`src/pkg/dcpmc_pkg.sv`:
```
// Purpose: Shared constants and types for the dual core power mode controller.
// Assumes: One 50 MHz clock, synchronous active low reset.
// Notes: No software registers; control arrives on plain ports.
// Operation
// - Each core keeps its own active or sleep state.
// - Sleeping core clock stops; peripheral and memory clocks keep running.
// - Five ranked states: active, sleep, deep-sleep, power-down, deep power-down.
// - System low-power states shut both cores and non always-on peripherals.
// - Memory power retained according to the selected low-power state.
// - Only an active, enabled core may request system low-power entry.
// - Entry waits until every core whose request was accepted has executed a wait instruction; an enabled core that never requested does not hold entry off.
// - A sleeping core wakes on its own interrupt or event, independently.
// - Interrupts latch in the interrupt controller, events in the event router.
// - System low-power exit only by wake pin or clock or alarm event.
// - Waking from deep power-down asserts a full chip reset.
// - Always-on domain stays powered in every low-power state.
package dcpmc_pkg;
  localparam int NUM_CORES = 2;
  localparam int RESET_PULSE_CYCLES = 16;
  typedef enum logic [1:0]
  {
    DCPMC_MODE_DEEP_SLEEP,
    DCPMC_MODE_POWER_DOWN,
    DCPMC_MODE_DEEP_POWER_DOWN
  } dcpmc_lp_mode_type;
  typedef enum
  {
    DCPMC_SYS_RUN,
    DCPMC_SYS_LOW_POWER,
    DCPMC_SYS_RESET
  } dcpmc_sys_state_type;
  typedef struct packed
  {
    logic core_on;
    logic periph_on;
    logic memory_on;
    logic always_on;
  } dcpmc_power_type;
endpackage

```
`src/logic/dcpmc_controller.sv`:
```
// Purpose: Tracks core sleep, gates core clocks, sequences system low power.
// Assumes: Wait and wake inputs are one-cycle pulses synchronous to clk_in.
// Notes: Power switch outputs are levels; deep power-down exit resets chip.
`timescale 1ns/1ns
module dcpmc_controller #(
  parameter int NUM_CORES = dcpmc_pkg::NUM_CORES,
  parameter int RESET_CYCLES = dcpmc_pkg::RESET_PULSE_CYCLES
)
(
  input wire logic clk_in,
  input wire logic rst_n_in,
  input wire logic [NUM_CORES-1:0] wait_instruction_in,
  input wire logic [NUM_CORES-1:0] lp_enable_in,
  input wire logic [NUM_CORES-1:0] lp_request_in,
  input wire dcpmc_pkg::dcpmc_lp_mode_type lp_mode_in,
  input wire logic [NUM_CORES-1:0] core_interrupt_controller_wake_in,
  input wire logic [NUM_CORES-1:0] event_router_wake_in,
  input wire logic wake_pin_in,
  input wire logic rtc_event_in,
  input wire logic alarm_event_in,
  output logic [NUM_CORES-1:0] core_clock_enable_out,
  output logic [NUM_CORES-1:0] core_sleeping_out,
  output dcpmc_pkg::dcpmc_power_type power_out,
  output dcpmc_pkg::dcpmc_lp_mode_type active_mode_out,
  output logic system_low_power_out,
  output logic chip_reset_n_out
);
  initial
  begin
    if (NUM_CORES != 2 || RESET_CYCLES < 1)
    begin
      $error("Unsupported dcpmc_controller parameters.");
    end
  end

  dcpmc_pkg::dcpmc_sys_state_type sys_reg;
  dcpmc_pkg::dcpmc_lp_mode_type mode_reg;
  logic [NUM_CORES-1:0] sleep_reg;
  logic [NUM_CORES-1:0] armed_reg;
  logic [NUM_CORES-1:0] waited_reg;
  logic [$clog2(RESET_CYCLES+1)-1:0] rst_cnt_reg;
  logic sys_wake;
  logic all_waited;
  logic any_armed;

  // Only pins and the always-on timers can end a system low-power state.
  assign sys_wake = wake_pin_in | rtc_event_in | alarm_event_in;
  assign any_armed = |armed_reg;
  // Every armed core must have waited; unarmed cores do not hold entry off.
  assign all_waited = any_armed &&
    ((waited_reg | wait_instruction_in | ~armed_reg) == '1);

  // A request counts only from an awake core that is enabled to make it.
  function automatic logic may_arm(
    input logic request,
    input logic enable,
    input logic asleep);
    return request && enable && !asleep;
  endfunction

  function automatic dcpmc_pkg::dcpmc_power_type power_for(
    input dcpmc_pkg::dcpmc_sys_state_type st,
    input dcpmc_pkg::dcpmc_lp_mode_type md);
    dcpmc_pkg::dcpmc_power_type p;
    p = '{core_on: 1'b1, periph_on: 1'b1, memory_on: 1'b1, always_on: 1'b1};
    if (st != dcpmc_pkg::DCPMC_SYS_RUN)
    begin
      p.core_on = 1'b0;
      p.periph_on = 1'b0;
      // Deep power-down drops memory; lighter modes retain it.
      p.memory_on = (md != dcpmc_pkg::DCPMC_MODE_DEEP_POWER_DOWN);
    end
    p.always_on = 1'b1;
    return p;
  endfunction

  // Per-core arming for system entry: only active, enabled cores qualify.
  always_ff @(posedge clk_in)
  begin
    if (!rst_n_in || sys_reg != dcpmc_pkg::DCPMC_SYS_RUN)
    begin
      armed_reg <= '0;
    end
    else
    begin
      for (int i = 0; i < NUM_CORES; i++)
      begin
        if (may_arm(lp_request_in[i], lp_enable_in[i],
                    sleep_reg[i]))
        begin
          armed_reg[i] <= 1'b1;
        end
        else if (!lp_enable_in[i])
        begin
          armed_reg[i] <= 1'b0;
        end
      end
    end
  end

  // The mode must outlive entry: it decides memory retention and whether
  // the wake-up ends in a chip reset, so only rst_n_in clears it; the chip reset pulse leaves it set.
  always_ff @(posedge clk_in)
  begin
    if (!rst_n_in)
    begin
      mode_reg <= dcpmc_pkg::DCPMC_MODE_DEEP_SLEEP;
    end
    else if (sys_reg == dcpmc_pkg::DCPMC_SYS_RUN)
    begin
      for (int i = 0; i < NUM_CORES; i++)
      begin
        if (may_arm(lp_request_in[i], lp_enable_in[i],
                    sleep_reg[i]))
        begin
          mode_reg <= lp_mode_in;
        end
      end
    end
  end

  // Per-core sleep state with independent wake-up.
  always_ff @(posedge clk_in)
  begin
    if (!rst_n_in || sys_reg != dcpmc_pkg::DCPMC_SYS_RUN)
    begin
      sleep_reg <= '0;
      waited_reg <= '0;
    end
    else
    begin
      for (int i = 0; i < NUM_CORES; i++)
      begin
        if (core_interrupt_controller_wake_in[i] ||
            event_router_wake_in[i])
        begin
          sleep_reg[i] <= 1'b0;
          waited_reg[i] <= 1'b0;
        end
        else if (wait_instruction_in[i] && !sleep_reg[i])
        begin
          sleep_reg[i] <= 1'b1;
          waited_reg[i] <= armed_reg[i];
        end
      end
    end
  end

  // System state: run, low power, or the reset pulse after deep power-down.
  always_ff @(posedge clk_in)
  begin
    if (!rst_n_in)
    begin
      sys_reg <= dcpmc_pkg::DCPMC_SYS_RUN;
      rst_cnt_reg <= '0;
    end
    else
    begin
      unique case (sys_reg)
        dcpmc_pkg::DCPMC_SYS_RUN:
        begin
          if (all_waited)
          begin
            sys_reg <= dcpmc_pkg::DCPMC_SYS_LOW_POWER;
          end
        end
        dcpmc_pkg::DCPMC_SYS_LOW_POWER:
        begin
          if (sys_wake && mode_reg == dcpmc_pkg::DCPMC_MODE_DEEP_POWER_DOWN)
          begin
            sys_reg <= dcpmc_pkg::DCPMC_SYS_RESET;
            rst_cnt_reg <= ($clog2(RESET_CYCLES+1))'(RESET_CYCLES);
          end
          else if (sys_wake)
          begin
            sys_reg <= dcpmc_pkg::DCPMC_SYS_RUN;
          end
        end
        dcpmc_pkg::DCPMC_SYS_RESET:
        begin
          // The reset is held long enough for every block to see it.
          if (rst_cnt_reg <= 1)
          begin
            sys_reg <= dcpmc_pkg::DCPMC_SYS_RUN;
          end
          rst_cnt_reg <= rst_cnt_reg - 1'b1;
        end
      endcase
    end
  end

  // Per-core outputs.
  always_ff @(posedge clk_in)
  begin
    if (!rst_n_in)
    begin
      core_clock_enable_out <= '1;
      core_sleeping_out <= '0;
    end
    else
    begin
      // Gating lags the state by one cycle; peripherals are never gated here.
      core_clock_enable_out <= ~sleep_reg &
        {NUM_CORES{sys_reg == dcpmc_pkg::DCPMC_SYS_RUN}};
      core_sleeping_out <= sleep_reg;
    end
  end

  // System outputs, registered from the current state.
  always_ff @(posedge clk_in)
  begin
    if (!rst_n_in)
    begin
      power_out <= power_for(dcpmc_pkg::DCPMC_SYS_RUN,
                             dcpmc_pkg::DCPMC_MODE_DEEP_SLEEP);
      active_mode_out <= dcpmc_pkg::DCPMC_MODE_DEEP_SLEEP;
      system_low_power_out <= 1'b0;
      chip_reset_n_out <= 1'b1;
    end
    else
    begin
      power_out <= power_for(sys_reg, mode_reg);
      active_mode_out <= mode_reg;
      system_low_power_out <= (sys_reg == dcpmc_pkg::DCPMC_SYS_LOW_POWER);
      chip_reset_n_out <= (sys_reg != dcpmc_pkg::DCPMC_SYS_RESET);
    end
  end
endmodule // dcpmc_controller

```
`config.mk`:
```
export PLATFORM = sky130hd
export DESIGN_NAME = dcpmc_controller
export DESIGN_NICKNAME = d
export VERILOG_FILES = /design/src/pkg/dcpmc_pkg.sv /design/src/logic/dcpmc_controller.sv
export SDC_FILE = /design/constraint.sdc
export NUM_CORES = 1
export LEC_CHECK = 0
export BUFFER_PORTS_ARGS = -buffer_cell sky130_fd_sc_hd__buf_2
export CAP_MARGIN = 20
export CORE_ASPECT_RATIO = 1.2
export CORE_MARGIN = 1.5
export CORE_UTILIZATION = 54
export DETAILED_ROUTE_END_ITERATION = 12
export PLACE_DENSITY_LB_ADDON = 0.1
export SYNTH_ARGS = -nofsm -noshare
export SYNTH_HDL_FRONTEND = slang
export SYNTH_SLANG_ARGS = --single-unit
```
`constraint.sdc`:
```
create_clock -name clk_in -period 4.3 [get_ports clk_in]
set_clock_uncertainty 0.2 [all_clocks]
set_input_delay 0.215 -clock clk_in [delete_from_list [all_inputs] [get_ports clk_in]]
set_output_delay 0.215 -clock clk_in [all_outputs]
set_load 0.02 [all_outputs]
```
# Word-level counts from Yosys, hierarchy flattened
# Index checks and enable logic that the tools add are counted.
# totals
out_inout_bits	12
register_bits	57
inputBits	17
# classes
n_eq_ne	13
muxes	14
addsub	1
magnitude_cmp	1
bitwise	7
n_reduce_logical	26
# ops
cell	count
2-to-1 mux 32 bit	4
one-hot mux 32 bit (3 select lines)	1
equality test 32 x 2 -> 1 bit, second input constant	2
zero test 32 bit	2
equality test 32 x 1 -> 1 bit, second input constant	1
!= test 32 x 3 -> 1 bit, second input constant	1
nonzero test 32 bit	1
one-hot mux 5 bit (2 select lines)	1
logical AND 1 bit	8
!= test 2 bit, second input constant	4
AND reduction 2 bit	3
OR reduction 2 bit	3
<= comparator 5 x 1 -> 1 bit, second input constant	1
2-to-1 mux 5 bit	1
subtractor 5 x 1 -> 5 bit, second input constant	1
equality test 2 bit, second input constant	2
2-to-1 mux 1 bit	4
2-to-1 mux 2 bit	2
!= test 2 x 1 -> 1 bit, second input constant	2
inverter 2 bit	2
bitwise OR 2 bit	2
nonzero test 2 bit	2
zero test 1 bit	3
logical OR 1 bit	3
5 further kinds	6

# Logic depth before layout (Yosys ltp)
# Gate-level depths: netlist of run 1.
# depth
depth_word	6
mapped_depth	6

# Worst setup path before layout of run 1
# OpenSTA, ideal clock, no wires.
# synth_timing
path_type	reg-to-reg
from	register sys_reg[0]
to	register rst_cnt_reg[3]
setup_slack_ps	2738
setup_time_ps	117
path_stages_with_launch	7
arrival_ps	1245
synth_period_minus_slack_ps	1562
path_cell_list	dfxtp_1 inv_1 ha_1 inv_2 o22ai_4 o22ai_1 a22o_1
# synth_between
elab_chain_cells	3
word_cells_on_any_way	6
cone_classes	eq/ne: 3; mux: 1; reduce/logical: 2
# synth_rtl
item	line	text
start, declared	dcpmc_controller.sv:36	dcpmc_pkg::dcpmc_sys_state_type sys_reg;
start signal, assigned	dcpmc_controller.sv:154	sys_reg <= dcpmc_pkg::DCPMC_SYS_RUN;
start signal, assigned	dcpmc_controller.sv:164	sys_reg <= dcpmc_pkg::DCPMC_SYS_LOW_POWER;
start signal, assigned	dcpmc_controller.sv:171	sys_reg <= dcpmc_pkg::DCPMC_SYS_RESET;
equality test 32 x 1 -> 1 bit / equality test 32 x 2 -> 1 bit (equally long branches)	dcpmc_controller.sv:159	unique case (sys_reg)
!= test 2 bit (no line) / nonzero test 2 bit (equally long branches)	n/a	
AND reduction 2 bit (no line)	n/a	
end signal, assigned	dcpmc_controller.sv:172	rst_cnt_reg <= ($clog2(RESET_CYCLES+1))'(RESET_CYCLES);
end signal, assigned	dcpmc_controller.sv:186	rst_cnt_reg <= rst_cnt_reg - 1'b1;
end, declared	dcpmc_controller.sv:41	logic [$clog2(RESET_CYCLES+1)-1:0] rst_cnt_reg;
# Parallel ways exist; a longest one is shown, timed or not.
# A chain may end at the register's enable or synchronous reset.

# Worst setup path in the final report of run 1
# layout_timing
from	register sys_reg[0]
to	register sleep_reg[0]
# layout_between
elab_chain_cells	3
# layout_rtl
item	line	text
nonzero test 32 bit	dcpmc_controller.sv:125	if (!rst_n_in || sys_reg != dcpmc_pkg::DCPMC_SYS_RUN)
logical OR 1 bit	dcpmc_controller.sv:125	
OR reduction 2 bit (no line)	n/a	
end signal, assigned	dcpmc_controller.sv:127	sleep_reg <= '0;
end signal, assigned by index	dcpmc_controller.sv:137	sleep_reg[i] <= 1'b0;
end signal, assigned by index	dcpmc_controller.sv:142	sleep_reg[i] <= 1'b1;
end, declared	dcpmc_controller.sv:38	logic [NUM_CORES-1:0] sleep_reg;
# No other way between the ends.

==> reports/metrics.csv, run 1 <==
metric,value,unit
grt_setup_unrepaired,no,
synthDominantCellAreaShare,45.5,%
endpoints_failing_hold,0,
met2RoutedLength,1200,microns
timing.max_cap.violations,0,
grt_start_max_net_pins,15,
final_min_period_over_clock_period,46.1,%
syn_inst,111,
p_per_area,330,nW/um^2
worstSetupStartpoint,sys_reg[0]$_SDFFE_PN0P_,
hold_path.class,input pin to flip-flop,
drt_pre_antenna_iters,5,
ys_ff_latch,25,
post_cts.repair.setup_buffers,0,
numCtsBuffers,3,
crit-reg2reg-launch,sys_reg[0]$_SDFFE_PN0P_,
fin_area,1380,sq um
largest_register_ff_count,5,
worst_hold_startpoint,lp_request_in[1],
synth.yosys.warnings,0,
crit_type,flip-flop to flip-flop,
floorplan.die.height,52.5,microns
final_layout_size_suffix_gt1_share,24.7,%
worstSetupEndpointType,flip-flop,
average_routed_wire_per_standard_cell,13.4,microns
port_buffers,27,
vdd_ir_drop_max,0.261,mV
hold_ws,24.3,ps
synth_area_per_cell,9.92,sq um
grt_pass1_wl,3800,microns
synth.top_cells.by_area,"sky130_fd_sc_hd__dfxtp_1 (45%), sky130_fd_sc_hd__ha_1 (5.7%), sky130_fd_sc_hd__nor2_1 (3.8%)",
crit_path_cell_trace,"inv_1, ha_1, nand2_1, nor4_1, dlygate4sd3_1",
top_signal_layer_used,met4,
worst_ep_required_time,4370,ps
die-area,2320,sq um
post_drt_via_cell_ratio,5.65,
max_fclk,504,MHz
insertedDiodeCount,0,
initial_utilization,58.8,%
ys_seq_area_share,45.5,%
synth_area_leader_cell,sky130_fd_sc_hd__dfxtp_1,
synth_area,1100,sq um
final_period_minus_worst_setup_slack,1980,ps
worst_skew_pair.late_latency,320,ps
timing_max_transition_violations_final,0,
power.leakage,0.599,nW
fp.coreArea,1870,sq um
netlist-cell-type-count,39,
routabilityCongestion,0.833,
clkTransAtPathRegs,130,ps
drt_drc_violations_left,0,
floorplan.rows,17,
setup_viol,0,
cts_htree_levels,1,
sum_neg_setup_slack,0,ps
clock_tree.root_cell,sky130_fd_sc_hd__clkbuf_4,
numPlacedInstances,153,
drtIter0Drc,9,
number_of_i_o_pins,29,
clock_tree.buffer_depth,2,
grt_antenna_before_repair,0,
final_util,73.9,%
vias_post_dr,955,
crit_path_max_fanout,6,
critical_path_start_type,flip-flop,
placed_cell_area,1230,sq um
tritoncts,yes,
routed_wire_length,2270,microns
chipWidth,44.2,microns
syn_nets,133,
reg2reg_depth,5,
layout.cells.non_filler,169,
tritoncts_num_sinks,25,
grt-ovfl-total,0,
hold_path_depth,3,
met1_length,927,microns
detailroute.wirelength.met3,93,microns
critical_path.max_stage_delay,570,ps
status,"complete, no violations",
grtUsageTotal,22.1,%
place_hpwl,1560,microns
layout-area-overhead-vs-synth,25.6,%
ant_nets,0,
arrival,2060,ps
crit_path_top_delay_cell,sky130_fd_sc_hd__dlygate4sd3_1,
final_nets,173,
number_of_global_route_vias_before_repair,930,
## cell usage in the layout, fill, tap and decap left out, types with 2 or more instances in the layout
cell                            instances
sky130_fd_sc_hd__mux2i_1                3
sky130_fd_sc_hd__dlygate4sd3_1         12
sky130_fd_sc_hd__nor2_1                11
sky130_fd_sc_hd__ha_1                   5
sky130_fd_sc_hd__nand2_1                3
sky130_fd_sc_hd__and2_1                 3
sky130_fd_sc_hd__nor3b_1                4
sky130_fd_sc_hd__inv_2                  2
sky130_fd_sc_hd__clkbuf_4               3
sky130_fd_sc_hd__inv_1                  7
sky130_fd_sc_hd__a21boi_0               2
sky130_fd_sc_hd__o21ai_1                2
sky130_fd_sc_hd__dfxtp_1               25
sky130_fd_sc_hd__o31ai_1                3
sky130_fd_sc_hd__a31oi_1                2
sky130_fd_sc_hd__nor2b_1                2
sky130_fd_sc_hd__a22o_1                 2
sky130_fd_sc_hd__and3b_1                2
sky130_fd_sc_hd__nor4_1                 5
sky130_fd_sc_hd__a21oi_1                4
sky130_fd_sc_hd__buf_2                 27
sky130_fd_sc_hd__o22ai_1                2
## cell usage after synthesis
master / n
sky130_fd_sc_hd__a21boi_0: 2
sky130_fd_sc_hd__a21oi_1: 4
sky130_fd_sc_hd__a22o_1: 2
sky130_fd_sc_hd__a31oi_1: 2
sky130_fd_sc_hd__a41o_1: 1
sky130_fd_sc_hd__a41oi_1: 1
sky130_fd_sc_hd__and2_1: 3
sky130_fd_sc_hd__and3b_1: 2
sky130_fd_sc_hd__and4bb_1: 1
sky130_fd_sc_hd__buf_2: 2
sky130_fd_sc_hd__buf_4: 2
sky130_fd_sc_hd__conb_1: 1
sky130_fd_sc_hd__dfxtp_1: 25
sky130_fd_sc_hd__ha_1: 5
sky130_fd_sc_hd__inv_1: 7
sky130_fd_sc_hd__inv_2: 2
sky130_fd_sc_hd__mux2i_1: 3
sky130_fd_sc_hd__nand2_1: 3
sky130_fd_sc_hd__nand2b_1: 1
sky130_fd_sc_hd__nand3_1: 1
sky130_fd_sc_hd__nand3_2: 1
sky130_fd_sc_hd__nand3b_1: 1
sky130_fd_sc_hd__nand4_1: 1
sky130_fd_sc_hd__nand4b_1: 1
sky130_fd_sc_hd__nor2_1: 11
sky130_fd_sc_hd__nor2b_1: 2
sky130_fd_sc_hd__nor3_1: 1
sky130_fd_sc_hd__nor3_4: 1
sky130_fd_sc_hd__nor3b_1: 4
sky130_fd_sc_hd__nor4_1: 5
sky130_fd_sc_hd__o21a_1: 1
sky130_fd_sc_hd__o21ai_0: 1
sky130_fd_sc_hd__o21ai_1: 2
sky130_fd_sc_hd__o21ba_1: 1
sky130_fd_sc_hd__o22ai_1: 2
sky130_fd_sc_hd__o22ai_4: 1
sky130_fd_sc_hd__o31ai_1: 3
sky130_fd_sc_hd__o41ai_4: 1
sky130_fd_sc_hd__or3_1: 1
## per-layer routing
metal,global-route usage [%],vias to the layer above
met5,0,-
met1,25.5,436
met3,3.45,7
li1,-,478
met2,39.7,34
met4,9.09,0
## per-stage QoR
step / total power, mW / setup slack (ps)
2_1_floorplan: 0.322 / 2740
3_3_place_gp: 0.345 / 2670
3_5_place_dp: 0.349 / 2600
4_1_cts: 0.457 / 2320
5_1_grt: 0.479 / 2150
6_report: 0.456 / 2320
## path summary, 6_finish.rpt
| kind | slack (ps) | endpoint |
|---|---|---|
| max | 2320 | sleep_reg[0]$_SDFFE_PP0P_ |
| min | 20 | armed_reg[1]$_SDFFE_PP0P_ |
| max reg2reg | 2320 | sleep_reg[0]$_SDFFE_PP0P_ |
| min reg2reg | 300 | sys_reg[1]$_SDFFE_PN0P_ |
## power by group
group / internal, mW / total, mW / switching [mW]
Clock: 0.0349 / 0.104 / 0.0696
Combinational: 0.0403 / 0.0981 / 0.0578
Sequential: 0.246 / 0.253 / 0.00711
## kinds of logic after synthesis
family                     after synthesis  share of synthesized area [%]
AOI/OAI and AO/OA                       24                           18.1
adders and majority gates                5                           5.68
buffers and inverters                   13                           5.34
DFF                                     25                           45.5
muxes                                    3                           2.73
other                                    1                          0.341
and+or+nand+nor                         40                           22.4
## layout make-up
type / count / area, sq um
Clock buffer: 3 / 22.5
Clock inverter: 1 / 5.00
Fill cell: 145 / 489
Inverter: 9 / 33.8
Multi-Input combinational cell: 73 / 542
Sequential cell: 25 / 500
Tap cell: 19 / 23.8
Timing Repair Buffer: 39 / 255
## critical path, delay by kind of cell (launching register included)
kind	cells	cell delay (ps)
DFF	1	340
and+or+nand+nor	2	460
adders and majority gates	1	270
buffers and inverters	2	670
## timing repair
action | 4_1_cts | 5_1_grt
hold endpoints to repair | 8 | 0
gates resized for setup | 0 | 0
hold buffers | 12 | 0
No activity file was read; power rests on OpenSTA's default activity.
==> inputs of run 2 (changes only) <==
--- a/config.mk
+++ b/config.mk
@@ -5,11 +5,12 @@
 export SDC_FILE = /design/constraint.sdc
 export NUM_CORES = 1
 export LEC_CHECK = 0
+export ABC_AREA = 1
 export BUFFER_PORTS_ARGS = -buffer_cell sky130_fd_sc_hd__buf_2
 export CAP_MARGIN = 20
 export CORE_ASPECT_RATIO = 1.2
 export CORE_MARGIN = 1.5
-export CORE_UTILIZATION = 54
+export CORE_UTILIZATION = 45
 export DETAILED_ROUTE_END_ITERATION = 12
 export PLACE_DENSITY_LB_ADDON = 0.1
 export SYNTH_ARGS = -nofsm -noshare
==> constraint.sdc (replaced) <==
create_clock -name clk_in -period 1.7 [get_ports clk_in]
set_clock_uncertainty 0.2 [all_clocks]
set_input_delay 0.085 -clock clk_in [delete_from_list [all_inputs] [get_ports clk_in]]
set_output_delay 0.085 -clock clk_in [all_outputs]
set_load 0.02 [all_outputs]
==> run 2 against run 1 <==
Register-to-register slack got worse by 2200 ps. Die area increased by 18%. Maximum frequency increased by 23%. Critical endpoint is now armed_reg[0]$_SDFFE_PP0P_.
==> reports/metrics.csv, run 2 <==
metric,value,unit,change
internal_power,1.13,mW,+250%
ys_ff_latch,25,,unchanged
die-area,2750,sq um,+18%
synth_most_common_cell,sky130_fd_sc_hd__nand2_1,,
worst_ep_required_time,1720,ps,-2650 ps
routabilityCongestion,0.765,,-8.2%
final_period_minus_worst_setup_slack,1610,ps,-375 ps
clock_tree.root_cell,sky130_fd_sc_hd__clkbuf_4,,
grt_antenna_before_repair,0,,unchanged
ant_nets,0,,unchanged
top_signal_layer_used,met4,,
critical_path_depth,5,,unchanged
grt-ovfl-total,0,,unchanged
average_routed_wire_per_standard_cell,9.97,microns,-26%
drtIter0Drc,10,,+1
post_drt_via_cell_ratio,4.57,,-19%
power.share.combinational,42.5,%,+21 points
chipWidth,48.1,microns,+8.7%
met1_length,919,microns,-0.86%
hold_path_depth,6,,+3
setup_viol,0,,unchanged
final_min_period_over_clock_period,94.6,%,+49 points
synth.top_cells.by_area,"sky130_fd_sc_hd__dfxtp_1 (46%), sky130_fd_sc_hd__nand2_1 (10%), sky130_fd_sc_hd__inv_1 (7.5%)",,
placed_cell_area,1250,sq um,+1.3%
syn_nets,166,,+25%
clkTransAtPathRegs,130,ps,about the same
power_frac_clock,14.1,%,-8.8 points
max_fclk,622,MHz,+23%
synth.yosys.warnings,0,,unchanged
netlist-cell-type-count,25,,-36%
switching_power,0.730,mW,+440%
reg2reg_depth,5,,unchanged
numCtsBuffers,3,,unchanged
post_synth_most_frequent_cells,"sky130_fd_sc_hd__nand2_1 (30), sky130_fd_sc_hd__dfxtp_1 (25), sky130_fd_sc_hd__inv_1 (22)",,
critical_path_start_type,flip-flop,,
layout.cells.most_common,sky130_fd_sc_hd__nand2_1,,
crit_path_top_delay_cell,sky130_fd_sc_hd__dlygate4sd3_1,,
crit_path_cell_trace,"inv_2, ha_4, nand2_1, a21oi_1, dlygate4sd3_1",,
number_of_global_route_vias_before_repair,968,,+4.1%
number_of_i_o_pins,29,,unchanged
met2RoutedLength,1140,microns,-4.8%
hold_path.class,input pin to flip-flop,,
crit_type,flip-flop to flip-flop,,
timing_max_transition_violations_final,0,,unchanged
layout_common_cells,"sky130_fd_sc_hd__nand2_1 (30), sky130_fd_sc_hd__buf_2 (26), sky130_fd_sc_hd__dfxtp_1 (25)",,
largest_register_ff_count,5,,unchanged
synth_area_leader_cell,sky130_fd_sc_hd__dfxtp_1,,
clock_tree.buffer_depth,2,,unchanged
ys_seq_area_share,45.6,%,+0.16 points
grt_setup_unrepaired,no,,
async_reset_ff_share,0,%,unchanged
floorplan.rows,19,,+2
vias_post_dr,988,,+3.5%
final_layout_size_suffix_gt1_share,23.8,%,-0.88 points
routed_wire_length,2150,microns,-4.9%
final_nets,208,,+20%
floorplan.die.height,57.1,microns,+8.8%
grt_pass1_wl,3780,microns,-0.53%
place_hpwl,1510,microns,-2.9%
tritoncts,yes,,
path_delay_family,buffers and inverters,,
initial_utilization,47.6,%,-11 points
p_per_area,1310,nW/um^2,+300%
power.leakage,0.687,nW,+15%
layout-area-overhead-vs-synth,29.8,%,
fp.coreArea,2310,sq um,+23%
crit_path_max_fanout,4,,-2
worstSetupEndpointType,flip-flop,,
timing.max_cap.violations,0,,unchanged
arrival,1630,ps,-430 ps
vdd_ir_drop_max,0.990,mV,+280%
syn_inst,144,,+30%
ys.flop_type,sky130_fd_sc_hd__dfxtp_1,,
synthDominantCellAreaShare,45.6,%,+0.16 points
synth_area_per_cell,7.62,sq um,-23%
detailroute.wirelength.met3,56,microns,-40%
fin_area,1420,sq um,+3.0%
drt_pre_antenna_iters,4,,-1
insertedDiodeCount,0,,unchanged
grt_start_max_net_pins,16,,+1
cts_htree_levels,1,,unchanged
sequential_fraction_of_design_power,43.4,%,-12 points
endpoints_failing_hold,0,,unchanged
worst_skew_pair.late_latency,310,ps,about the same
port_buffers,27,,unchanged
critPathBufInv,2,,unchanged
synth_enable_flop_cells,0,,unchanged
sum_neg_setup_slack,0,ps,unchanged
synth_area,1100,sq um,-0.34%
tritoncts_num_sinks,25,,unchanged
critical_path.max_stage_delay,550,ps,-20 ps
drt_drc_violations_left,0,,unchanged
grtUsageTotal,19.2,%,-2.9 points
power.switching_fraction,39.2,%,+9.7 points
status,"complete, no violations",,
[run 2: logic make-up after synthesis]
kind of cell	count (synthesis)	synth area share, %
AOI/OAI and AO/OA	21	10.7
other	1	0.342
buffers and inverters	26	9.69
adders and majority gates	5	5.70
and+or+nand+nor	65	27.1
xor gates and xnor gates	1	0.798
DFF	25	45.6
[run 2: final timing paths]
| check | start | to | slack (ps) |
|---|---|---|---|
| worst max-delay path | sys_reg[0]$_SDFFE_PN0P_ | armed_reg[0]$_SDFFE_PP0P_ | 90 |
| worst min-delay path | wake_pin_in | sys_reg[1]$_SDFFE_PN0P_ | 40 |
| worst max register to register | sys_reg[0]$_SDFFE_PN0P_ | armed_reg[0]$_SDFFE_PP0P_ | 90 |
| worst min register to register | mode_reg[1]$_SDFFE_PN0P_ | active_mode_out[1]$_SDFF_PN0_ | 230 |
[run 2: area by class of cell]
class / instances / area, sq um
Clock inverter: 1 / 5.00
Tap cell: 31 / 38.8
Multi-Input combinational cell: 93 / 503
Inverter: 23 / 86.3
Clock buffer: 3 / 22.5
Fill cell: 234 / 882
Timing Repair Buffer: 40 / 268
Sequential cell: 25 / 500
[run 2: timing repair]
item	in CTS	in global routing
resized for setup	0	5
setup endpoints to repair	0	2
buffers inserted	0	0
hold endpoints to repair	21	0
hold buffers	13	0
[run 2: power by group through the flow]
stage                     combinational (mW)  clock [mW]  sequential [mW]
final                                  0.792       0.262            0.807
after global routing                   0.919       0.283            0.829
after CTS                              0.769       0.270            0.804
after detailed placement               0.736           0            0.817
after global placement                 0.728           0            0.813
after floorplan                        0.520           0            0.870
[run 2: through the flow]
step / hold WS (ps) / util [%] / setup slack [ps] / power [mW] / cells
4_1_cts: 39.2 / 61.1 / 23.2 / 1.84 / 216
3_5_place_dp: 108 / 54.3 / 153 / 1.55 / 199
5_1_grt: 116 / 61.7 / 35.2 / 2.03 / 216
6_report: 43.6 / 61.7 / 91.3 / 1.86 / 216
2_1_floorplan: -3.87 / - / 249 / 1.39 / 144
3_3_place_gp: 103 / 54.3 / 204 / 1.54 / 199
[run 2: per-layer routing]
layer  GRT usage (%)  vias up
li1                -      525
met1            22.4      440
met2            32.8       19
met3            2.85        4
met4            8.88        0
met5               0        -
[run 2: worst min-delay path, delay by kind of cell]
kind | cells | cell delay (ps)
and+or+nand+nor | 5 | 380
buffers and inverters | 1 | 70
